===== src/rbs_pkg.sv =====
// package for the reset and brown-out sequencer: register map, fields, modes, timing
// assumes a single 250 MHz clock domain and a plain strobe register port
package rbs_pkg;

  // ----------------------------------------
  // register map and fields
  // ----------------------------------------
  localparam logic [3:0] RBS_BROWNOUT_CONTROL_ADDR = 4'h0;
  localparam int RBS_SW_EN_BIT = 7;
  localparam int RBS_FAST_START_BIT = 6;
  localparam int RBS_READY_BIT = 0;
  localparam logic RBS_SW_EN_RST = 1'b1;
  localparam logic RBS_FAST_START_RST = 1'b0;

  // ----------------------------------------
  // brown-out modes
  // ----------------------------------------
  localparam logic [1:0] RBS_MODE_OFF = 2'h0;
  localparam logic [1:0] RBS_MODE_SW = 2'h1;
  localparam logic [1:0] RBS_MODE_NOSLEEP = 2'h2;
  localparam logic [1:0] RBS_MODE_ON = 2'h3;

  // ----------------------------------------
  // timing
  // ----------------------------------------
  localparam int RBS_CLK_MHZ = 250;
  localparam int RBS_PUT_MS = 64;
  localparam int RBS_LFO_HZ = 31000;
  // low-frequency tick divider from the main clock, rounded down
  localparam int RBS_LFO_DIV = (RBS_CLK_MHZ * 1000000) / RBS_LFO_HZ;
  // power-up timer terminal count in low-frequency ticks, rounded up
  localparam int RBS_PUT_TICKS = (RBS_PUT_MS * RBS_LFO_HZ + 999) / 1000;
  localparam int RBS_START_CYC = 10;
  localparam int RBS_FILTER_NS = 1000;
  localparam int RBS_FILTER_CYC = (RBS_FILTER_NS * RBS_CLK_MHZ + 999) / 1000;

  // ----------------------------------------
  // types
  // ----------------------------------------
  typedef enum logic [1:0] {
    RBS_ST_HOLD = 2'b00,
    RBS_ST_PUT = 2'b01,
    RBS_ST_WAIT = 2'b11,
    RBS_ST_RUN = 2'b10
  } rbs_state_t;

  typedef struct packed {
    logic [1:0] mode;
    logic power_up_timer_enable_n;
    logic brownout_level_select;
    logic external_reset_pin_enable;
    logic osc_start_needed;
  } rbs_cfg_t;

  typedef struct packed {
    logic watchdog;
    logic reset_instr;
    logic stack_over;
    logic stack_under;
    logic stack_reset_enable;
    logic prog_exit;
  } rbs_src_t;

  typedef struct packed {
    rbs_state_t st;
    logic sw_brownout_enable;
    logic brownout_fast_start;
    logic [7:0] rdata;
    logic [15:0] lfo_cnt;
    logic lfo_tick;
    logic [11:0] put_cnt;
    logic [3:0] start_cnt;
    logic [7:0] filt_cnt;
    logic brownout_reset;
    logic core_reset;
    logic bor_active;
    logic bandgap_on;
    logic trip_high;
    logic in_sleep_q;
    logic wake_hold;
  } rbs_regs_t;

endpackage


===== src/rbs_sequencer.sv =====
// reset and brown-out sequencer: combines reset causes, power-up timer, brown-out modes
// assumes analog comparators and the oscillator start-up timer are synchronous to mclk
//
// Decided for this implementation: the address-and-strobe port and the address map.
`timescale 1ns/100ps

// Contract
// - nine reset causes each hold core reset
// - core held while power-on detector low
// - power-up timer nominal 64 ms holds core
// - timer enabled when active-low bit cleared
// - timer starts after power-on, brown-out release
// - four brown-out modes from two-bit field
// - one bit selects high or low trip
// - brown-out only after filter duration exceeded
// - mode 11 waits ready, active in sleep
// - always-on mode adds no wake delay
// - mode 10 off in sleep, waits ready
// - mode 01 software bit, no start wait
// - software mode protects once ready, sleep-neutral
// - disabled brown-out starts execution immediately
// - forced-on mode sets ready before execution
// - software enable bit 7, resets one
// - fast-start bit 6, resets zero
// - ready flag read-only at bit 0
// - bits 5 to 1 read zero
// - low-power request ORed into brown-out
// - start waits timer, oscillator, pin release
// - ten cycles after pin release if timers done
module rbs_sequencer
  import rbs_pkg::*;
(
  input wire logic mclk,
  input wire logic nrst,
  input wire rbs_cfg_t cfg,
  input wire rbs_src_t src,
  input wire logic por_ok,
  input wire logic vdd_below_high,
  input wire logic vdd_below_low,
  input wire logic bor_circuit_ready,
  input wire logic lp_undervoltage_req,
  input wire logic osc_start_done,
  input wire logic external_reset_pin_n,
  input wire logic sleep_req,
  input wire logic [3:0] addr,
  input wire logic [7:0] wdata,
  input wire logic wr_en,
  input wire logic rd_en,
  output logic [7:0] rdata,
  output logic core_reset,
  output logic brownout_reset,
  output logic bor_active,
  output logic bandgap_on,
  output logic trip_high,
  output logic wake_hold
);

  // ----------------------------------------
  // state
  // ----------------------------------------
  rbs_regs_t r;
  rbs_regs_t n;
  logic ext_active;
  logic warm_cause;
  logic bor_want;
  logic bor_ready_eff;
  logic start_gate;
  logic undervolt;
  logic wake_wait;

  // full brown-out control register read value
  function automatic logic [7:0] ctrl_word(input logic sw, input logic fs, input logic rdy);
    ctrl_word = 8'h00;
    ctrl_word[RBS_SW_EN_BIT] = sw;
    ctrl_word[RBS_FAST_START_BIT] = fs;
    ctrl_word[RBS_READY_BIT] = rdy;
  endfunction

  // ----------------------------------------
  // next-state logic
  // ----------------------------------------
  always_comb begin
    n = r;
    n.lfo_tick = 1'b0;
    // pin reset only counts when enabled
    ext_active = cfg.external_reset_pin_enable && !external_reset_pin_n;
    warm_cause = src.watchdog || src.reset_instr || src.prog_exit ||
                 (src.stack_reset_enable && (src.stack_over || src.stack_under));
    // circuit enable per mode
    case (cfg.mode)
      RBS_MODE_ON: bor_want = 1'b1;
      RBS_MODE_NOSLEEP: bor_want = !sleep_req;
      RBS_MODE_SW: bor_want = r.sw_brownout_enable;
      default: bor_want = 1'b0;
    endcase
    n.bor_active = bor_want && bor_circuit_ready;
    // forced-on modes report ready at once, ahead of execution
    bor_ready_eff = n.bor_active;
    // band gap on while the circuit is wanted; fast start keeps it alive in the two switchable modes only
    n.bandgap_on = bor_want || ((cfg.mode == RBS_MODE_NOSLEEP || cfg.mode == RBS_MODE_SW) &&
                                r.brownout_fast_start);
    n.trip_high = !cfg.brownout_level_select;
    undervolt = n.trip_high ? vdd_below_high : vdd_below_low;
    // noise filter on the under-voltage comparator
    if (r.bor_active && undervolt) begin
      if (r.filt_cnt != 8'(RBS_FILTER_CYC)) begin
        n.filt_cnt = r.filt_cnt + 8'h01;
      end
    end else begin
      n.filt_cnt = 8'h00;
    end
    n.brownout_reset = (r.bor_active && undervolt && r.filt_cnt == 8'(RBS_FILTER_CYC)) ||
                       lp_undervoltage_req;
    // start-up must wait for ready in forced-on modes, not in software or off modes
    start_gate = (cfg.mode == RBS_MODE_ON || cfg.mode == RBS_MODE_NOSLEEP) ?
                 (bor_ready_eff && !undervolt) : 1'b1;
    // wake from sleep delayed only in mode 10, held until the circuit is ready
    wake_wait = (cfg.mode == RBS_MODE_NOSLEEP) && r.in_sleep_q && !sleep_req &&
                !bor_ready_eff;
    // sleep marker stays set through a pending wake so the hold lasts past one cycle
    n.in_sleep_q = sleep_req ||
                   (r.in_sleep_q && (cfg.mode == RBS_MODE_NOSLEEP) && !bor_ready_eff);
    // low-frequency tick divider
    if (r.lfo_cnt == 16'(RBS_LFO_DIV - 1)) begin
      n.lfo_cnt = 16'h0000;
      n.lfo_tick = 1'b1;
    end else begin
      n.lfo_cnt = r.lfo_cnt + 16'h0001;
    end
    // start-up sequencer
    case (r.st)
      RBS_ST_HOLD: begin
        n.put_cnt = 12'h000;
        if (por_ok && !n.brownout_reset) begin
          n.st = cfg.power_up_timer_enable_n ? RBS_ST_WAIT : RBS_ST_PUT;
        end
      end
      RBS_ST_PUT: begin
        if (r.lfo_tick) begin
          n.put_cnt = r.put_cnt + 12'h001;
        end
        if (r.put_cnt == 12'(RBS_PUT_TICKS)) begin
          n.st = RBS_ST_WAIT;
        end
      end
      RBS_ST_WAIT: begin
        // timers run regardless of the pin; count ten cycles once it is released
        if (ext_active || warm_cause || (cfg.osc_start_needed && !osc_start_done) ||
            !start_gate) begin
          n.start_cnt = 4'h0;
        end else if (r.start_cnt == 4'(RBS_START_CYC - 1)) begin
          n.st = RBS_ST_RUN;
        end else begin
          n.start_cnt = r.start_cnt + 4'h1;
        end
      end
      default: begin
        if (ext_active || warm_cause) begin
          n.st = RBS_ST_WAIT;
          n.start_cnt = 4'h0;
        end
      end
    endcase
    // power-on loss or brown-out restarts the whole sequence
    if (!por_ok || n.brownout_reset) begin
      n.st = RBS_ST_HOLD;
      n.start_cnt = 4'h0;
    end
    n.core_reset = (n.st != RBS_ST_RUN) || wake_wait;
    // wake hold flag registered so the pin comes straight from a flop
    n.wake_hold = wake_wait && (n.st == RBS_ST_RUN);
    // register port
    if (wr_en && addr == RBS_BROWNOUT_CONTROL_ADDR) begin
      n.sw_brownout_enable = wdata[RBS_SW_EN_BIT];
      n.brownout_fast_start = wdata[RBS_FAST_START_BIT];
    end
    if (rd_en && addr == RBS_BROWNOUT_CONTROL_ADDR) begin
      n.rdata = ctrl_word(r.sw_brownout_enable, r.brownout_fast_start, r.bor_active);
    end else begin
      n.rdata = 8'h00;
    end
  end

  // ----------------------------------------
  // registers
  // ----------------------------------------
  always_ff @(posedge mclk) begin
    if (!nrst) begin
      r.st <= RBS_ST_HOLD;
      r.sw_brownout_enable <= RBS_SW_EN_RST;
      r.brownout_fast_start <= RBS_FAST_START_RST;
      r.rdata <= 8'h00;
      r.lfo_cnt <= 16'h0000;
      r.lfo_tick <= 1'b0;
      r.put_cnt <= 12'h000;
      r.start_cnt <= 4'h0;
      r.filt_cnt <= 8'h00;
      r.brownout_reset <= 1'b0;
      r.core_reset <= 1'b1;
      r.bor_active <= 1'b0;
      r.bandgap_on <= 1'b0;
      r.trip_high <= 1'b0;
      r.in_sleep_q <= 1'b0;
      r.wake_hold <= 1'b0;
    end else begin
      r <= n;
    end
  end

  // outputs straight from flip-flops
  assign rdata = r.rdata;
  assign core_reset = r.core_reset;
  assign brownout_reset = r.brownout_reset;
  assign bor_active = r.bor_active;
  assign bandgap_on = r.bandgap_on;
  assign trip_high = r.trip_high;
  assign wake_hold = r.wake_hold;

  // ----------------------------------------
  // checks
  // ----------------------------------------
  por_hold_a: assert property (@(posedge mclk) disable iff (!nrst)
    !por_ok |=> r.core_reset) else $error("core ran without power-on ok");

  run_needs_put_a: assert property (@(posedge mclk) disable iff (!nrst)
    $rose(r.st == RBS_ST_WAIT) && $past(r.st) == RBS_ST_PUT |->
    $past(r.put_cnt) == 12'(RBS_PUT_TICKS)) else $error("power-up timer cut short");

  put_bypass_a: assert property (@(posedge mclk) disable iff (!nrst)
    r.st == RBS_ST_HOLD && por_ok && !n.brownout_reset && cfg.power_up_timer_enable_n
    |=> r.st == RBS_ST_WAIT) else $error("timer not bypassed");

  filter_a: assert property (@(posedge mclk) disable iff (!nrst)
    $rose(r.brownout_reset) && !$past(lp_undervoltage_req) |->
    $past(r.filt_cnt) == 8'(RBS_FILTER_CYC)) else $error("brown-out before filter");

  lp_or_a: assert property (@(posedge mclk) disable iff (!nrst)
    lp_undervoltage_req |=> r.brownout_reset) else $error("low-power request lost");

  pin_hold_a: assert property (@(posedge mclk) disable iff (!nrst)
    cfg.external_reset_pin_enable && !external_reset_pin_n |=> r.core_reset)
    else $error("core ran with pin low");

  start_delay_a: assert property (@(posedge mclk) disable iff (!nrst)
    $rose(r.st == RBS_ST_RUN) |-> $past(r.start_cnt) == 4'(RBS_START_CYC - 1))
    else $error("start delay wrong");

  off_mode_a: assert property (@(posedge mclk) disable iff (!nrst)
    cfg.mode == RBS_MODE_OFF |=> !r.bor_active) else $error("brown-out on in off mode");

  rsvd_zero_a: assert property (@(posedge mclk) disable iff (!nrst)
    r.rdata[5:1] == 5'h00) else $error("reserved bits nonzero");

  sleep_off_a: assert property (@(posedge mclk) disable iff (!nrst)
    cfg.mode == RBS_MODE_NOSLEEP && sleep_req |=> !r.bor_active)
    else $error("brown-out active in sleep");

  // a warm cause keeps the core held while it stands
  warm_hold_a: assert property (@(posedge mclk) disable iff (!nrst)
    warm_cause |=> r.core_reset) else $error("core ran with warm cause");

  // hold state always keeps the core in reset
  hold_core_a: assert property (@(posedge mclk) disable iff (!nrst)
    r.st == RBS_ST_HOLD |-> r.core_reset) else $error("core free in hold");

  // trip point follows the level select bit
  trip_sel_a: assert property (@(posedge mclk) disable iff (!nrst)
    nrst |=> r.trip_high != $past(cfg.brownout_level_select))
    else $error("trip point wrong");

  // filter restarts whenever the supply is good
  filt_clear_a: assert property (@(posedge mclk) disable iff (!nrst)
    !undervolt |=> r.filt_cnt == 8'h00) else $error("filter not cleared");

  // always-on mode is active once the circuit is ready
  on_mode_a: assert property (@(posedge mclk) disable iff (!nrst)
    cfg.mode == RBS_MODE_ON && bor_circuit_ready |=> r.bor_active)
    else $error("always-on not active");

  // always-on mode never holds a wake
  on_wake_a: assert property (@(posedge mclk) disable iff (!nrst)
    cfg.mode == RBS_MODE_ON |=> !r.wake_hold) else $error("wake held in mode 11");

  // software mode follows the enable bit and readiness
  sw_mode_a: assert property (@(posedge mclk) disable iff (!nrst)
    cfg.mode == RBS_MODE_SW |=>
    r.bor_active == ($past(r.sw_brownout_enable) && $past(bor_circuit_ready)))
    else $error("software mode wrong");

  // not ready means not active in every mode
  ready_gate_a: assert property (@(posedge mclk) disable iff (!nrst)
    !bor_circuit_ready |=> !r.bor_active) else $error("active before ready");

  // software enable bit takes the written value
  sw_write_a: assert property (@(posedge mclk) disable iff (!nrst)
    wr_en && addr == RBS_BROWNOUT_CONTROL_ADDR |=>
    r.sw_brownout_enable == $past(wdata[RBS_SW_EN_BIT])) else $error("enable write lost");

  // fast-start bit takes the written value
  fs_write_a: assert property (@(posedge mclk) disable iff (!nrst)
    wr_en && addr == RBS_BROWNOUT_CONTROL_ADDR |=>
    r.brownout_fast_start == $past(wdata[RBS_FAST_START_BIT]))
    else $error("fast-start write lost");

  // fast start keeps the band gap up in the switchable modes
  bandgap_fs_a: assert property (@(posedge mclk) disable iff (!nrst)
    (cfg.mode == RBS_MODE_NOSLEEP || cfg.mode == RBS_MODE_SW) && r.brownout_fast_start
    |=> r.bandgap_on) else $error("band gap dropped");

  // read data carries the ready flag at bit 0
  ready_read_a: assert property (@(posedge mclk) disable iff (!nrst)
    rd_en && addr == RBS_BROWNOUT_CONTROL_ADDR |=>
    r.rdata[RBS_READY_BIT] == $past(r.bor_active)) else $error("ready flag misread");

  // read data is zero outside the answer cycle
  rd_idle_a: assert property (@(posedge mclk) disable iff (!nrst)
    !rd_en |=> r.rdata == 8'h00) else $error("read data not cleared");

endmodule


===== config.mk =====
export PLATFORM = sky130hd
export DESIGN_NAME = rbs_sequencer
export DESIGN_NICKNAME = d
export VERILOG_FILES = /design/src/rbs_pkg.sv /design/src/rbs_sequencer.sv
export SDC_FILE = /design/constraint.sdc
export NUM_CORES = 1
export LEC_CHECK = 0
export ABC_AREA = 0
export BUFFER_PORTS_ARGS = -buffer_cell sky130_fd_sc_hd__buf_2
export CORE_ASPECT_RATIO = 1.4
export CORE_MARGIN = 8
export CORE_UTILIZATION = 59
export CTS_CLUSTER_DIAMETER = 40
export DETAILED_ROUTE_END_ITERATION = 10
export GPL_TIMING_DRIVEN = 0
export HOLD_SLACK_MARGIN = 0.06
export PLACE_DENSITY = 0.89
export SYNTH_ARGS = -nofsm -noshare
export SYNTH_HDL_FRONTEND = slang
export SYNTH_SLANG_ARGS = --single-unit

===== constraint.sdc =====
create_clock -name mclk -period 5.02 [get_ports mclk]
set_input_delay 0.502 -clock mclk [delete_from_list [all_inputs] [get_ports mclk]]
set_output_delay 0.502 -clock mclk [all_outputs]
set_load 0.02 [all_outputs]

# Word level (Yosys, flattened, before mapping)
# Cells that the tools add are included.
# W data, S select, Z words.
# classes
add_sub_neg,4
multipliers,0
div_mod_pow,0
n_lt_le_gt_ge,0
n_eq_ne,14
shifts,0
n_mux,18
bitwise,2
reduce_logical,50
# op_table
op,n
$pmux W12 S2,1
$add A16 B1 Y16 const B,1
$eq A16 B13 Y1 const B,1
$logic_and A1 B1 Y1,16
$logic_or A1 B1 Y1,14
$mux W2,7
$add A12 B1 Y12 const B,1
$eq A12 B11 Y1 const B,1
$mux W12,1
$mux W4,3
$logic_not A1 Y1,9
$add A8 B1 Y8 const B,1
$eq A2 B2 Y1 const B,4
$eq A8 B8 Y1 const B,1
$ne A8 B8 Y1 const B,1
$pmux W4 S2,1
$pmux W2 S3,1
$reduce_and A2 Y1,3
$reduce_or A2 Y1,3
$add A4 B1 Y4 const B,1
$eq A2 B1 Y1 const B,2
$eq A4 B4 Y1 const B,1
$logic_not A4 Y1,1
$ne A2 B2 Y1 const B,2
7 further kinds,11
# word_totals
regBits,60
latch_bits,0
mem_bits_rw,0
mem_bits_ro,0
out_inout_bits,14
n_memories,0

# Logic depth before layout (Yosys ltp)
# logic_depth
word_depth,12
depth_mapped,7

# Worst setup path before layout
# No wires, ideal clock.
# synth_timing
path_kind,in2reg
start,input cfg[4] (netlist bit)
end,register r[16] (netlist bit)
arrival_time_ps,1886
t_required_ps,4924
path_slack_ps,3038
cell_stages,7
path_buffers,0
cell_sequence,inv_1 ha_1 nand2b_1 a211oi_1 o21ai_1 or3_4 o41ai_2
# synth_via
elab_chain_len,9
elab_cells_between_ends,14
classes_between,eq/ne (4); mux (4); reduce/logical (6)
# synth_lines
element,line,text
start: declaration,rbs_sequencer.sv:35,"input wire rbs_cfg_t cfg,"
$eq A2 B1 Y1 / $eq A2 B2 Y1 (equally long branches),"rbs_sequencer.sv:90, rbs_sequencer.sv:115",
$pmux W1 S3,rbs_sequencer.sv:90,case (cfg.mode)
$logic_and A1 B1 Y1,rbs_sequencer.sv:96,n.bor_active = bor_want && bor_circuit_ready;
$logic_and A1 B1 Y1,rbs_sequencer.sv:116,(bor_ready_eff && !undervolt) : 1'b1;
$mux W1 *,rbs_sequencer.sv:115,start_gate = (cfg.mode == RBS_MODE_ON || cfg.mode == RBS_MODE_NOSLEEP) ?
$logic_not A1 Y1 *,rbs_sequencer.sv:149,!start_gate) begin
$logic_or A1 B1 Y1 *,rbs_sequencer.sv:148,if (ext_active || warm_cause || (cfg.osc_start_needed && !osc_start_done) ||
$ne A3 B3 Y1 (no line) / $mux W4 (equally long branches),-,
$reduce_and A3 Y1 (no line) / $pmux W4 S2 (equally long branches),-,
end signal: assignment,rbs_sequencer.sv:206,r <= n;
end: declaration,rbs_sequencer.sv:61,rbs_regs_t r;
# Every way passes the cells marked *; elsewhere a longest branch is shown, timed or not.
# A chain may end at the register's enable or synchronous reset.

# Worst setup path in the final report
# layout_timing
start,register r[7] (netlist bit)
end,register r[17] (netlist bit)
# layout_via
elab_chain_len,5
# layout_lines
element,line,text
$eq A8 B8 Y1,rbs_sequencer.sv:112,n.brownout_reset = (r.bor_active && undervolt && r.filt_cnt == 8'(RBS_FILTER_CYC)) ||
$logic_and A1 B1 Y1,rbs_sequencer.sv:112,
$logic_or A1 B1 Y1,rbs_sequencer.sv:112,
$logic_or A1 B1 Y1,rbs_sequencer.sv:165,if (!por_ok || n.brownout_reset) begin
$reduce_or A2 Y1 (no line),-,
# No other way between the ends.

==> results.json <==
{
  "run_status": "finished clean",
  "finalClockSkew_ns": 0.01173,
  "fin_crit_sh_pct": 41.73,
  "clk_latency_ns": 0.31,
  "area_growth_pct": 13.51,
  "yosys_warnings": 0,
  "rsz0062_at_grt": "false",
  "final_common_cell": "dfxtp_1",
  "fill_cells": 315,
  "power_per_cell_area_nw_per_um2": 256.2,
  "relSlewSlack_pct": 56.71,
  "layout_common_cells": "dfxtp_1, nor2_1, buf_2",
  "htreeDepth": 2,
  "grt_pass1_wl_um": 8556,
  "syn-instance-count": 288,
  "synthesis.area_um2": 2574,
  "vdd_drop_max_uv": 251.5,
  "cap_violations": 0,
  "clock.fmax_ghz": 0.4774,
  "fp.coreArea_um2": 4204,
  "ctsResizeCount": 0,
  "drive_gt1_share_pct": 20.47,
  "grt_use_total_pct": 15.33,
  "fp.dieH_um": 94.15,
  "die_area_um2": 6762,
  "power_uw": 748.4,
  "port_buffers": 37,
  "cts_tree": "built",
  "initial_utilization_pct": 61.22,
  "worst_slew_pin_slew_ns": 0.6329,
  "antenna_found_initial": 0,
  "wl_per_cell_um": 13.32,
  "first_pass_iters": 4,
  "synthFlopType": "dfxtp_1",
  "finalHoldViolCount": 0,
  "final.min_clock_period_ns": 2.095,
  "clock_path_buffers": 2,
  "syn_area_per_cell_um2": 8.937,
  "grt_overflow": 0,
  "synth_area_leader_cell": "dfxtp_1",
  "rows": 28,
  "async_flop_share_pct": 0,
  "via_count": 2110,
  "tns_ns": 0,
  "cts.sink_count": 55,
  "drt-total-wl_um": 5087,
  "grt_start_max_net_pins": 19,
  "drtIter0Drc": 121,
  "io_pins": 50,
  "final_cells": 382,
  "p_leak_uw": 0.001184,
  "path_clk_slew_ns": 0.10,
  "antenna_left": 0,
  "yosysSeqAreaShare_pct": 42.78,
  "critPathLaunchType": "flip-flop",
  "synth_edf_count": 0,
  "remaining_drc_errors": 0,
  "die_w_um": 71.82,
  "dp.cells": 374,
  "hp-class": "input port to flip-flop",
  "worst-path-max-fanout": 8,
  "cp-end-kind": "flip-flop",
  "cts.root.buffer_cell": "clkbuf_8",
  "synth_top_area_share_pct": 42.78,
  "synth-seq-cells": 55,
  "worstPathArrival_ns": 2.36,
  "gp_congestion": 0.8308,
  "required_ns": 5.28,
  "path_class": "flip-flop to flip-flop",
  "cts_made_buffers": 5,
  "synth_area_leaders": "dfxtp_1, nor2_1, xor2_1",
  "antennaDiodeCount": 0,
  "synth_cell_types": 51,
  "holdBufCountCts": 0,
  "grt_pass1_vias": 2108,
  "final_nets": 383,
  "vias_per_cell": 5.524,
  "slew_violations": 0,
  "setup_viol": 0,
  "postCtsSetupBuffers": 0,
  "hpwl_um": 3842
}
[cell families after synthesis]
family / after synthesis / synth area share [%]
AND/OR/NAND/NOR: 129 / 25.86
flip-flops: 55 / 42.78
AO/OA/AOI/OAI: 37 / 9.821
XOR/XNOR: 28 / 9.528
buffers and inverters: 26 / 5.931
adder cells (fa/ha/maj): 11 / 5.348
other: 1 / 0.1457
multiplexers: 1 / 0.5832
[registers in the layout, summed over array words and instances (netlist names)]
register / count
rdata: 3
brownout_reset: 1
bandgap_on: 1
r: 46
wake_hold: 1
bor_active: 1
core_reset: 1
trip_high: 1
[critical path: stages, from the launching register on]
cell and delay (ns):
dfxtp_1 0.36, inv_1 0.08, ha_1 0.20, and4b_1 0.22, a41oi_2 0.30, nand3_4 0.15, a2111oi_0 0.62, a21o_1 0.13
[Yosys cell counts (all sizes together), types with 5 or more instances]
cell / number
o21ai: 10
ha: 11
or3: 5
nor2: 43
a21oi: 13
xnor2: 12
and2: 6
buf: 10
xor2: 16
inv: 13
and3: 9
nand3: 22
nor3: 6
nand2: 17
dfxtp: 55
[routing by layer]
| layer | track usage [%] | wire [um] | vias to the layer above |
|---|---|---|---|
| met3 | 4.487 | 322 | 8 |
| met2 | 28.81 | 2581 | 60 |
| met1 | 15.50 | 2110 | 978 |
| li1 | - | - | 1064 |
| met5 | 0 | 0 | - |
| met4 | 5.299 | 72 | 0 |
[report_power, final]
group	switching [uW]	leakage, uW	internal [uW]	total, uW
registers	3.83	0.000445	441	445
logic	30.2	0.000691	23.8	54.1
clock network	149	0.0000485	100	249
[per-stage QoR]
stage	util, %	worst slack [ns]	hold slack, ns	cell area, um2
after global routing	69.49	2.779	0.3578	2922
after global placement	67.32	2.783	0.4485	2830
after detailed placement	67.32	2.749	0.4627	2830
after CTS	69.49	2.948	0.3629	2922
after floorplan	-	3.038	0.4298	2589
final	69.49	2.925	0.3773	2922
[final timing paths]
| kind | slack, ns | from | cells past startpoint | end |
|---|---|---|---|---|
| setup reg to reg | 2.93 | r[7] | 7 | r[17] |
| hold reg to reg | 0.48 | r[56] | 2 | r[56] |
| setup / recovery | 2.93 | r[7] | 7 | r[17] |
| hold / removal | 0.38 | cfg[2] | 2 | trip_high |
[layout make-up]
type	count	area, um2	share of cell area (%)
tap	45	56.30	1.927
sequential	55	1101	37.69
timing repair buffer	37	185.2	6.338
buffer	13	103.9	3.555
inverter	13	48.80	1.670
clock buffer	5	68.82	2.355
clock inverter	3	22.52	0.7709
multi-input combinational	211	1335	45.70
(Power assumes the default switching activity.)
